**src/common/pbr_pkg.sv**
```systemverilog
// Constants shared by the parity checking bus register and its pipeline.
// Assumes a single clock domain and a plain strobed register port.
package pbr_pkg;

    // Data path geometry
    localparam int DATA_W     = 12;
    localparam int PAR_W      = 10;
    localparam int HOLD_W     = 8;
    localparam int STROBE_BIT = 10;

    // Parity pipeline fill: sum, delayed result, error flag
    localparam logic [1:0] PIPE_FULL = 2'h3;
    localparam logic [1:0] PIPE_STEP = 2'h1;
    localparam logic [1:0] PIPE_RST  = 2'h0;

    // Register port
    localparam int ADDR_W = 4;
    localparam int REG_W  = 32;

    localparam logic [ADDR_W-1:0] ADDR_STATUS = 4'h0;
    localparam logic [ADDR_W-1:0] ADDR_MASK   = 4'h4;
    localparam logic [ADDR_W-1:0] ADDR_DATA   = 4'h8;

    // Status and mask layout
    localparam int STATUS_W = 2;
    localparam int ST_ERR   = 0;
    localparam int ST_VALID = 1;

    localparam logic [STATUS_W-1:0] STATUS_RST = 2'h0;
    localparam logic [STATUS_W-1:0] MASK_RST   = 2'h0;
    localparam logic [STATUS_W-1:0] STICKY_MSK = 2'h1;

endpackage

```
**src/logic/pbr_parity_pipe.sv**
```systemverilog
// Two-stage parity pipeline: word sum, then sum folded with late parity.
// Assumes parity arrives one clock after its word; no reset by design.
`timescale 1ns/1ps

module pbr_parity_pipe #(
    parameter int PAR_W = pbr_pkg::PAR_W
) (
    input  wire logic             clk_sys,
    input  wire logic [PAR_W-1:0] word_bits,
    input  wire logic             parity_bit_in,
    output logic                  word_sum_ff,
    output logic                  result_ff
);

    logic nxt_word_sum;
    logic nxt_result;

    assign nxt_word_sum = ^word_bits;
    assign nxt_result   = word_sum_ff ^ parity_bit_in;

    // Runs every edge, whatever the capture enable does
    always_ff @(posedge clk_sys)
    begin
        word_sum_ff <= nxt_word_sum;
        result_ff   <= nxt_result;
    end

endmodule

```
**src/logic/pbr_top.sv**
```systemverilog
// Parity checking 12-bit bus register with dual outputs and cascade pin.
// Assumes all pin-side inputs come from logic on clk_sys.
//
// Design decisions made here: the address map and the plain strobed port.
`timescale 1ns/1ps

module pbr_top #(
    parameter int DATA_W = pbr_pkg::DATA_W
) (
    input  wire logic                       clk_sys,
    input  wire logic                       rstn,
    input  wire logic [DATA_W-1:0]          data_in,
    input  wire logic                       path_select_buffer,
    input  wire logic                       capture_enable_n,
    input  wire logic                       output_enable_n,
    input  wire logic                       parity_bit_in,
    input  wire logic                       parity_pin_drive_enable_n,
    input  wire logic                       parity_select_or_cascade_i,
    output logic                            parity_select_or_cascade_o,
    output logic                            parity_select_or_cascade_oe,
    output logic [DATA_W-1:0]               data_out_copy1,
    output logic [DATA_W-1:0]               data_out_copy2,
    output logic                            data_out_oe,
    output logic                            parity_error_n_o,
    output logic                            parity_error_n_oe,
    input  wire logic [pbr_pkg::ADDR_W-1:0] reg_addr,
    input  wire logic [pbr_pkg::REG_W-1:0]  reg_wdata,
    input  wire logic                       reg_wr,
    input  wire logic                       reg_rd,
    output logic [pbr_pkg::REG_W-1:0]       reg_rdata,
    output logic                            irq
);

    localparam int HOLD_W   = pbr_pkg::HOLD_W;
    localparam int PAR_W    = pbr_pkg::PAR_W;
    localparam int STATUS_W = pbr_pkg::STATUS_W;

    // ------------------------------------------------------------------
    // Data path
    // ------------------------------------------------------------------
    logic [DATA_W-1:0] stored_ff;
    logic [DATA_W-1:0] nxt_stored;
    logic              bit11_and_error_strobe_n;
    logic              capture_low_bits;

    assign bit11_and_error_strobe_n = data_in[pbr_pkg::STROBE_BIT];

    // Buffer mode refreshes every bit; register mode may hold bits 1-8
    assign capture_low_bits = path_select_buffer | ~capture_enable_n;

    generate
        for (genvar i = 0; i < DATA_W; i++)
        begin : g_bit
            if (i < HOLD_W)
            begin : g_hold
                assign nxt_stored[i] = capture_low_bits ? data_in[i]
                                                        : stored_ff[i];
            end
            else
            begin : g_free
                assign nxt_stored[i] = data_in[i];
            end
        end
    endgenerate

    // Data registers carry no reset
    always_ff @(posedge clk_sys)
    begin
        stored_ff <= nxt_stored;
    end

    // Two separate copies of each bit
    always_ff @(posedge clk_sys)
    begin
        data_out_copy1 <= nxt_stored;
        data_out_copy2 <= nxt_stored;
    end

    // ------------------------------------------------------------------
    // Parity pipeline
    // ------------------------------------------------------------------
    logic word_sum_ff;
    logic result_ff;

    pbr_parity_pipe #(
        .PAR_W         (PAR_W)
    ) u_parity_pipe (
        .clk_sys       (clk_sys),
        .word_bits     (data_in[PAR_W-1:0]),
        .parity_bit_in (parity_bit_in),
        .word_sum_ff   (word_sum_ff),
        .result_ff     (result_ff)
    );

    // Pipeline fill count, so early flags are kept out of status and irq
    logic [1:0] fill_ff;
    logic [1:0] nxt_fill;
    logic       pipe_valid;

    assign pipe_valid = (fill_ff == pbr_pkg::PIPE_FULL);
    assign nxt_fill   = pipe_valid ? fill_ff
                                   : fill_ff + pbr_pkg::PIPE_STEP;

    always_ff @(posedge clk_sys or negedge rstn)
    begin
        if (!rstn)
            fill_ff <= pbr_pkg::PIPE_RST;
        else
            fill_ff <= nxt_fill;
    end

    // Error flag: pin acts as parity select or as cascade partial sum
    logic pin_is_input;
    logic mismatch;
    logic err_n_ff;
    logic nxt_err_n;

    assign pin_is_input = parity_pin_drive_enable_n;
    assign mismatch     = result_ff ^ parity_select_or_cascade_i;
    assign nxt_err_n    = bit11_and_error_strobe_n | ~mismatch;

    always_ff @(posedge clk_sys)
    begin
        err_n_ff <= nxt_err_n;
    end

    // ------------------------------------------------------------------
    // Output drivers
    // ------------------------------------------------------------------
    logic nxt_err_drive;
    logic nxt_pin_drive;

    assign nxt_err_drive = ~output_enable_n & ~nxt_err_n;
    assign nxt_pin_drive = ~parity_pin_drive_enable_n;

    always_ff @(posedge clk_sys or negedge rstn)
    begin
        if (!rstn)
        begin
            data_out_oe                 <= 1'b0;
            parity_error_n_oe           <= 1'b0;
            parity_error_n_o            <= 1'b0;
            parity_select_or_cascade_oe <= 1'b0;
        end
        else
        begin
            data_out_oe                 <= ~output_enable_n;
            parity_error_n_oe           <= nxt_err_drive;
            parity_error_n_o            <= 1'b0;
            parity_select_or_cascade_oe <= nxt_pin_drive;
        end
    end

    // Cascade sum for the second device
    always_ff @(posedge clk_sys)
    begin
        parity_select_or_cascade_o <= result_ff;
    end

    // ------------------------------------------------------------------
    // Register port and interrupt
    // ------------------------------------------------------------------
    logic [STATUS_W-1:0]      status_ff;
    logic [STATUS_W-1:0]      mask_ff;
    logic [STATUS_W-1:0]      nxt_status;
    logic [STATUS_W-1:0]      status_view;
    logic [STATUS_W-1:0]      event_set;
    logic                     sel_status;
    logic                     sel_mask;
    logic                     sel_data;
    logic                     status_rd;
    logic [pbr_pkg::REG_W-1:0] nxt_rdata;
    logic                     nxt_irq;
    logic [STATUS_W-1:0]      nxt_mask;

    assign sel_status = (reg_addr == pbr_pkg::ADDR_STATUS);
    assign sel_mask   = (reg_addr == pbr_pkg::ADDR_MASK);
    assign sel_data   = (reg_addr == pbr_pkg::ADDR_DATA);
    assign status_rd  = reg_rd & sel_status;

    // Flags counted only once the pipeline holds valid data
    assign event_set = {1'b0, pipe_valid & ~err_n_ff};

    // Set wins over read-clear
    assign nxt_status = (status_rd ? (status_ff & ~pbr_pkg::STICKY_MSK)
                                   : status_ff) | event_set;

    assign status_view = {pipe_valid, status_ff[pbr_pkg::ST_ERR]};

    assign nxt_rdata =
        !reg_rd    ? '0 :
        sel_status ? pbr_pkg::REG_W'(status_view) :
        sel_mask   ? pbr_pkg::REG_W'(mask_ff) :
        sel_data   ? pbr_pkg::REG_W'(stored_ff) :
                     '0;

    // Mask write reaches the interrupt in the same cycle as the mask
    assign nxt_mask = (reg_wr && sel_mask) ? reg_wdata[STATUS_W-1:0]
                                           : mask_ff;

    assign nxt_irq = |(nxt_status & nxt_mask & pbr_pkg::STICKY_MSK);

    always_ff @(posedge clk_sys or negedge rstn)
    begin
        if (!rstn)
        begin
            status_ff <= pbr_pkg::STATUS_RST;
            mask_ff   <= pbr_pkg::MASK_RST;
            reg_rdata <= '0;
            irq       <= 1'b0;
        end
        else
        begin
            status_ff <= nxt_status;
            mask_ff   <= nxt_mask;
            reg_rdata <= nxt_rdata;
            irq       <= nxt_irq;
        end
    end

    // ------------------------------------------------------------------
    // Checks
    // ------------------------------------------------------------------
    logic parity_of_word;

    assign parity_of_word = ^data_in[PAR_W-1:0];
endmodule

```
**config.mk**
```make
export PLATFORM = sky130hd
export DESIGN_NAME = pbr_top
export DESIGN_NICKNAME = d
export VERILOG_FILES = /design/src/common/pbr_pkg.sv /design/src/logic/pbr_parity_pipe.sv /design/src/logic/pbr_top.sv
export SDC_FILE = /design/constraint.sdc
export NUM_CORES = 1
export LEC_CHECK = 0
export ABC_AREA = 1
export ABC_CLOCK_PERIOD_IN_PS = 1400
export CORE_ASPECT_RATIO = 1.5
export CORE_MARGIN = 4
export CORE_UTILIZATION = 26
export CTS_CLUSTER_DIAMETER = 200
export DETAILED_ROUTE_END_ITERATION = 10
export DONT_BUFFER_PORTS = 1
export PLACE_DENSITY = 0.44
export SLEW_MARGIN = 10
export SYNTH_ARGS = -nofsm -noshare
export SYNTH_HDL_FRONTEND = slang
export SYNTH_HIERARCHICAL = 1
export SYNTH_SLANG_ARGS = --single-unit
```
**constraint.sdc**
```tcl
create_clock -name clk_sys -period 1.4 [get_ports clk_sys]
set_input_delay 0.21 -clock clk_sys [delete_from_list [all_inputs] [get_ports clk_sys]]
set_output_delay 0.21 -clock clk_sys [all_outputs]
set_load 0.005 [all_outputs]
```
==> results.ini, run 1 <==
[sta]
setup_viol=0
grt_setup_unrepaired=false
worstMarginPinSlew_ps=987
period_share_pct=80.6
fin_ws_ps=271
hold_viol=0
layout_min_cycle_time_ps=1130
finalMaxSlewViolations=0
slew_headroom_pct=34.0
fin_skew_ps=1.56
clock.fmax_mhz=886
finalSetupTns_ps=0

[critical_path]
cp.required_ps=1680
worstRegToRegCells=5
end_kind=asynchronous set/reset pin
path_depth=1
cp_max_fo=21
critical-path-top-delay-family=buffers and inverters
cp.buffers_inverters=1
ff2ff_setup_slack_ps=280
cp_slowest_cell=dlygate4sd3_1
critPathKind=in2async
max_stage_delay_ps=1190
worstSetupStartpointType=primary input
crit_arrival_ps=1400
cp_cell_sequence=dlygate4sd3_1
rr_startpoint=fill_ff[0]
r2r-end=irq

[logic_synthesis]
seq_area_frac_synth_pct=53.2
ys_warn_count=6
avgSynthCellArea_um2=9.20
synth-seq-cells=37
ys_types=25
synthCells=189
synthesis.area_um2=1740

[clock_network]
cts_buffers=5
cts_tree=built
htree_levels=2
cts_resized=0
ctsRootBufferMaster=clkbuf_8
path_clk_slew_ps=70
cts_buffer_depth=2
clock_sinks=37
clk_latency_ps=290

[grt]
grt_max_degree=22
antenna_found_initial=0
grt.total_usage_pct=9.09
grt_overflow=0
first_global_vias=1112
grt_pass1_wl_mm=5.31

[detailed_routing]
drt_iter0_markers=41
drt_first_pass_iters=4
wl_mm=3.34
wl_per_cell_um=12.1
antenna_left=0
vias=1089
vias_per_cell=3.95
drc=0

[outcome]
status=finished, final reports clean

[floorplanning]
coreArea_um2=6490
die_x_um=74.8
std_cell_rows=36
die_y_um=108
dieArea_um2=8090
start_util_pct=26.8
ios=120

[cells_and_area]
final_cell_count_no_fill=276
final_area_um2=1900
nFillCells=693
drive_above_1_share_pct=8.00
num_antenna_cells=0
area_growth_pct=9.42
fin_nets=258

[placed_design]
placed_area_um2=1660
buffer_ports.inserted=0
hpwl_mm=2.53
gp_congestion=0.701
post-place-ws_ps=281
dp.cells=252

[pwr]
ir_drop_uv=266
p_leak_nw=0.987
powerDensity_nw_per_um2=1140

[min_path]
hold_depth=1
hold_path_class=in2reg
hold_path_startpoint=data_in[10]
min_to=err_n_ff

[flow_run]
cap_viol_max_count=0

layout by cell type (no fill, tap or decap), types with 2 or more instances in the layout:
master	instances
o21ai_0	3
edfxtp_1	8
nand4_1	2
nand2_2	2
clkbuf_8	5
inv_2	3
nor2_1	14
clkinv_1	2
o211ai_1	2
dfxtp_1	8
nand2_1	48
a21oi_1	3
dlygate4sd3_1	16
conb_1	21
inv_1	28
nand3_1	3
dfrtp_1	21
layer usage:
layer | track usage (%) | routed length [µm] | vias to the layer above
met5 | 0 | 0 | -
met4 | 4.96 | 97 | 0
met3 | 4.28 | 373 | 7
met2 | 15.5 | 1800 | 52
met1 | 8.86 | 1070 | 492
li1 | - | - | 538
how the worst max path moves through the flow:
stage | startpoint | endpoint | slack [ps]
after floorplan | fill_ff[0] | irq | 390
final | rstn | reg_rdata[8] | 270
after global routing | rstn | data_out_oe | 40
after detailed placement | fill_ff[0] | irq | 280
after CTS | rstn | reg_rdata[4] | 160
after global placement | fill_ff[0] | irq | 260
power by group:
| part | internal (mW) | switching [mW] | total, mW |
|---|---|---|---|
| sequential | 1.18 | 0.0634 | 1.25 |
| combinational | 0.0900 | 0.118 | 0.208 |
| clock | 0.335 | 0.372 | 0.707 |
| total | 1.61 | 0.554 | 2.16 |
sequential cells by signal (all words and copies together), names as in the netlist:
name	count
err_n_ff	1
parity_select_or_cascade_oe	1
status_ff	1
irq	1
reg_rdata	12
mask_ff	2
data_out_oe	1
u_parity_pipe/word_sum_ff	1
parity_error_n_oe	1
u_parity_pipe/result_ff	1
parity_select_or_cascade_o	1
data_out_copy2	12
fill_ff	2
cell usage after synthesis (all sizes together):
master  count  share of area, %
or3         1              0.36
o21ai       3              0.86
edfxtp      8                14
nand2      50                11
dfxtp       8               9.2
nand4       3               1.9
buf        33                14
nor4        1              0.36
ha          1              0.72
a21oi       3              0.86
dfrtp      21                30
nand3       4               1.4
nor2       16               4.5
xnor2       2               2.1
o211ai      2              0.86
xor2        1              0.50
conb        1              0.22
inv        31               6.7
layout make-up:
cell class / count / area, µm² / share of cell area [%]
inverters: 31 / 116 / 6.11
flip-flops and latches: 37 / 926 / 48.7
repair buffers: 16 / 160 / 8.42
clock inverters: 3 / 12.5 / 0.657
well taps: 76 / 95.1 / 5.00
clock buffers: 5 / 68.8 / 3.62
multi-input cells: 108 / 524 / 27.5
what timing repair did:
action | 4_1_cts | 5_1_grt
hold buffers | 16 | 0
endpoints found under the hold margin | 37 | 0
setup buffers | 0 | 0
stage by stage:
step	total power, mW	utilization, %	hold WS, ps
after detailed placement	1.44	25.6	-85.0
final	2.16	29.3	26.8
after global routing	2.30	29.3	11.9
after CTS	2.22	29.3	9.76
after global placement	1.44	25.6	-85.0
after floorplan	1.47	-	-85.6
worst register-to-register path: stages (launching register included):
cell     delay (ps)
dfrtp_1         390
ha_1            250
inv_1            80
nor2_1           50
a21oi_1         170
nor2_1           70
logic make-up (layout without fill, tap and decap cells):
| logic type | Yosys count | after routing | synth area share, % |
|---|---|---|---|
| flip-flops | 37 | 37 | 53.2 |
| buffers and inverters | 64 | 55 | 20.9 |
| AND/OR/NAND/NOR | 75 | 75 | 19.7 |
| XOR/XNOR | 3 | 3 | 2.59 |
| AO/OA/AOI/OAI | 8 | 8 | 2.59 |
| other | 1 | 21 | 0.216 |
| adder cells (fa/ha/maj) | 1 | 1 | 0.719 |
No activity file was read; power rests on OpenSTA's default activity.
==> run 2, diff against run 1 <==
ABC_CLOCK_PERIOD_IN_PS = 1100   (was 1400)
clock period = 1.1 ns   (was 1.4 ns; I/O delays follow)
==> run 2 against run 1 <==
  * Sequential share of layout area decreased by 2.1 points
  * Worst setup slack got worse by 220 ps
  * Critical path depth unchanged
  * Clock skew barely moved
  * Combinational power is 39% higher
  * Cell area up 4.4%
  * Sequential power rose by 26%
  * Worst hold slack got worse by 15 ps
  * Clock power is 40% higher
  * Register-to-register slack lost 180 ps
==> results.ini, run 2 (synthesis gave the netlist of run 1 again) <==
[placed_design]
buffer_ports.inserted=0  ; unchanged
gp_congestion=0.761  ; was 0.701
hpwl_mm=2.62  ; was 2.53 mm
post-place-ws_ps=-2.63  ; was 281 ps
dp.cells=257  ; was 252

[floorplanning]
die_y_um=108  ; unchanged
die_x_um=74.8  ; unchanged
start_util_pct=26.8  ; unchanged
dieArea_um2=8090  ; unchanged
ios=120  ; unchanged
std_cell_rows=36  ; unchanged
coreArea_um2=6490  ; unchanged

[critical_path]
cp.required_ps=940  ; was 1680 ps
rr_startpoint=fill_ff[0]  ; unchanged
end_kind=output pin  ; was asynchronous set/reset pin
cp_slowest_cell=edfxtp_1  ; was dlygate4sd3_1
crit_arrival_ps=880  ; was 1400 ps
r2r-end=irq  ; unchanged
worstSetupStartpointType=flop  ; was primary input
cp.buffers_inverters=1  ; unchanged
ff2ff_setup_slack_ps=100  ; was 280 ps
worstRegToRegCells=5  ; unchanged
cp_cell_sequence=buf_4  ; was dlygate4sd3_1
cp_max_fo=2  ; was 21
crit_end=data_out_copy2[0]  ; was reg_rdata[8]
path_depth=1  ; unchanged
max_stage_delay_ps=410  ; was 1190 ps
critical-path-top-delay-family=flip-flops  ; was buffers and inverters
cp-startpoint=data_out_copy2[0]  ; was rstn
critPathKind=reg2out  ; was in2async

[sta]
layout_min_cycle_time_ps=1050
hold_viol=0  ; unchanged
fin_skew_ps=2.00  ; was 1.56 ps
finalMaxSlewViolations=0  ; unchanged
setup_viol=0  ; unchanged
grt_setup_unrepaired=false  ; unchanged
clock.fmax_mhz=955
fin_ws_ps=53.2  ; was 271 ps
period_share_pct=95.2

[cells_and_area]
drive_above_1_share_pct=12.1  ; was 8.00%
final_cell_count_no_fill=283  ; was 276
area_growth_pct=14.2  ; was 9.42%
num_antenna_cells=0  ; unchanged
post-route-util_pct=30.6  ; was 29.3%
nFillCells=705  ; was 693
top_regs=data_out_copy2 x12, reg_rdata x12  ; unchanged
fin_nets=265  ; was 258
final_cell_mix=nand2_1, inv_1, conb_1, dfrtp_1, dlygate4sd3_1  ; unchanged
regArea_um2=926  ; unchanged
multiInputGateArea_um2=531  ; was 524 µm²
layout_commonest_cell=nand2_1  ; unchanged

[clock_network]
clk_latency_ps=290  ; about the same
ctsRootBufferMaster=clkbuf_8  ; unchanged
clock_sinks=37  ; unchanged
htree_levels=2  ; unchanged
cts_buffer_depth=2  ; unchanged
path_clk_slew_ps=70  ; about the same
post-cts-setup-buffers=0  ; unchanged
cts_buffers=5  ; unchanged
cts_tree=built  ; unchanged

[detailed_routing]
vias_per_cell=3.93  ; was 3.95
drt_iter0_markers=23  ; was 41
drt_first_pass_iters=4  ; unchanged
drc=0  ; unchanged
vias=1112  ; was 1089
antenna_left=0  ; unchanged
wl_per_cell_um=12.3  ; was 12.1 µm
wl_mm=3.47  ; was 3.34 mm

[outcome]
status=finished, final reports clean  ; unchanged

[pwr]
p_leak_nw=1.03  ; was 0.987 nW
powerDensity_nw_per_um2=1440  ; was 1140 nW/µm²
finalPower_mw=2.87  ; was 2.16 mW
ir_drop_uv=318  ; was 266 µV

[grt]
grt.total_usage_pct=9.42  ; was 9.09%
first_global_vias=1159  ; was 1112
grt_overflow=0  ; unchanged
grt_pass1_wl_mm=5.48  ; was 5.31 mm
antenna_found_initial=0  ; unchanged
grt_max_degree=22  ; unchanged

[min_path]
hold_path_class=in2reg  ; unchanged

[flow_run]
cap_viol_max_count=0  ; unchanged

[run 2: cell type report]
class | instances | area share (%)
inverters | 31 | 5.86
repair buffers | 23 | 11.5
flip-flops and latches | 37 | 46.6
multi-input cells | 108 | 26.7
clock inverters | 2 | 0.441
clock buffers | 6 | 4.16
well taps | 76 | 4.79
[run 2: worst min path at each step]
stage | endpoint | slack, ps | cells after the start | from
after floorplan | data_out_oe | -130 | 0 | rstn
after global placement | mask_ff[0] | -130 | 0 | rstn
after detailed placement | mask_ff[0] | -130 | 0 | rstn
after CTS | reg_rdata[3] | -460 | 0 | rstn
after global routing | reg_rdata[0] | 10 | 2 | reg_rd
final | mask_ff[1] | 10 | 2 | reg_wdata[1]
[run 2: per-stage QoR]
step	hold slack [ps]	setup TNS (ps)	cell area (µm²)
2_1_floorplan	-131	0	1810
3_5_place_dp	-130	-4.84	1700
6_report	11.6	0	1990
3_3_place_gp	-130	-6.66	1700
4_1_cts	-458	0	1950
5_1_grt	13.6	0	1990
[run 2: layer usage]
metal  vias to the layer above  share of wire, %  track usage, %
li1                        550                 -               -
met4                         0               3.6            6.36
met5                         -                 0               0
met1                       500                33            9.06
met2                        53                52            15.8
met3                         9                11            4.09
[run 2: power breakdown]
group | switching, mW | internal, mW | total, mW
clock | 0.496 | 0.497 | 0.993
combinational | 0.160 | 0.129 | 0.290
sequential | 0.0771 | 1.51 | 1.58
total | 0.734 | 2.13 | 2.87
[run 2: what timing repair did]
item	in CTS	in global routing
resized for setup	1	2
hold buffers	16	2
setup endpoints to repair	2	2
pin swaps	0	0
hold endpoints to repair	39	21
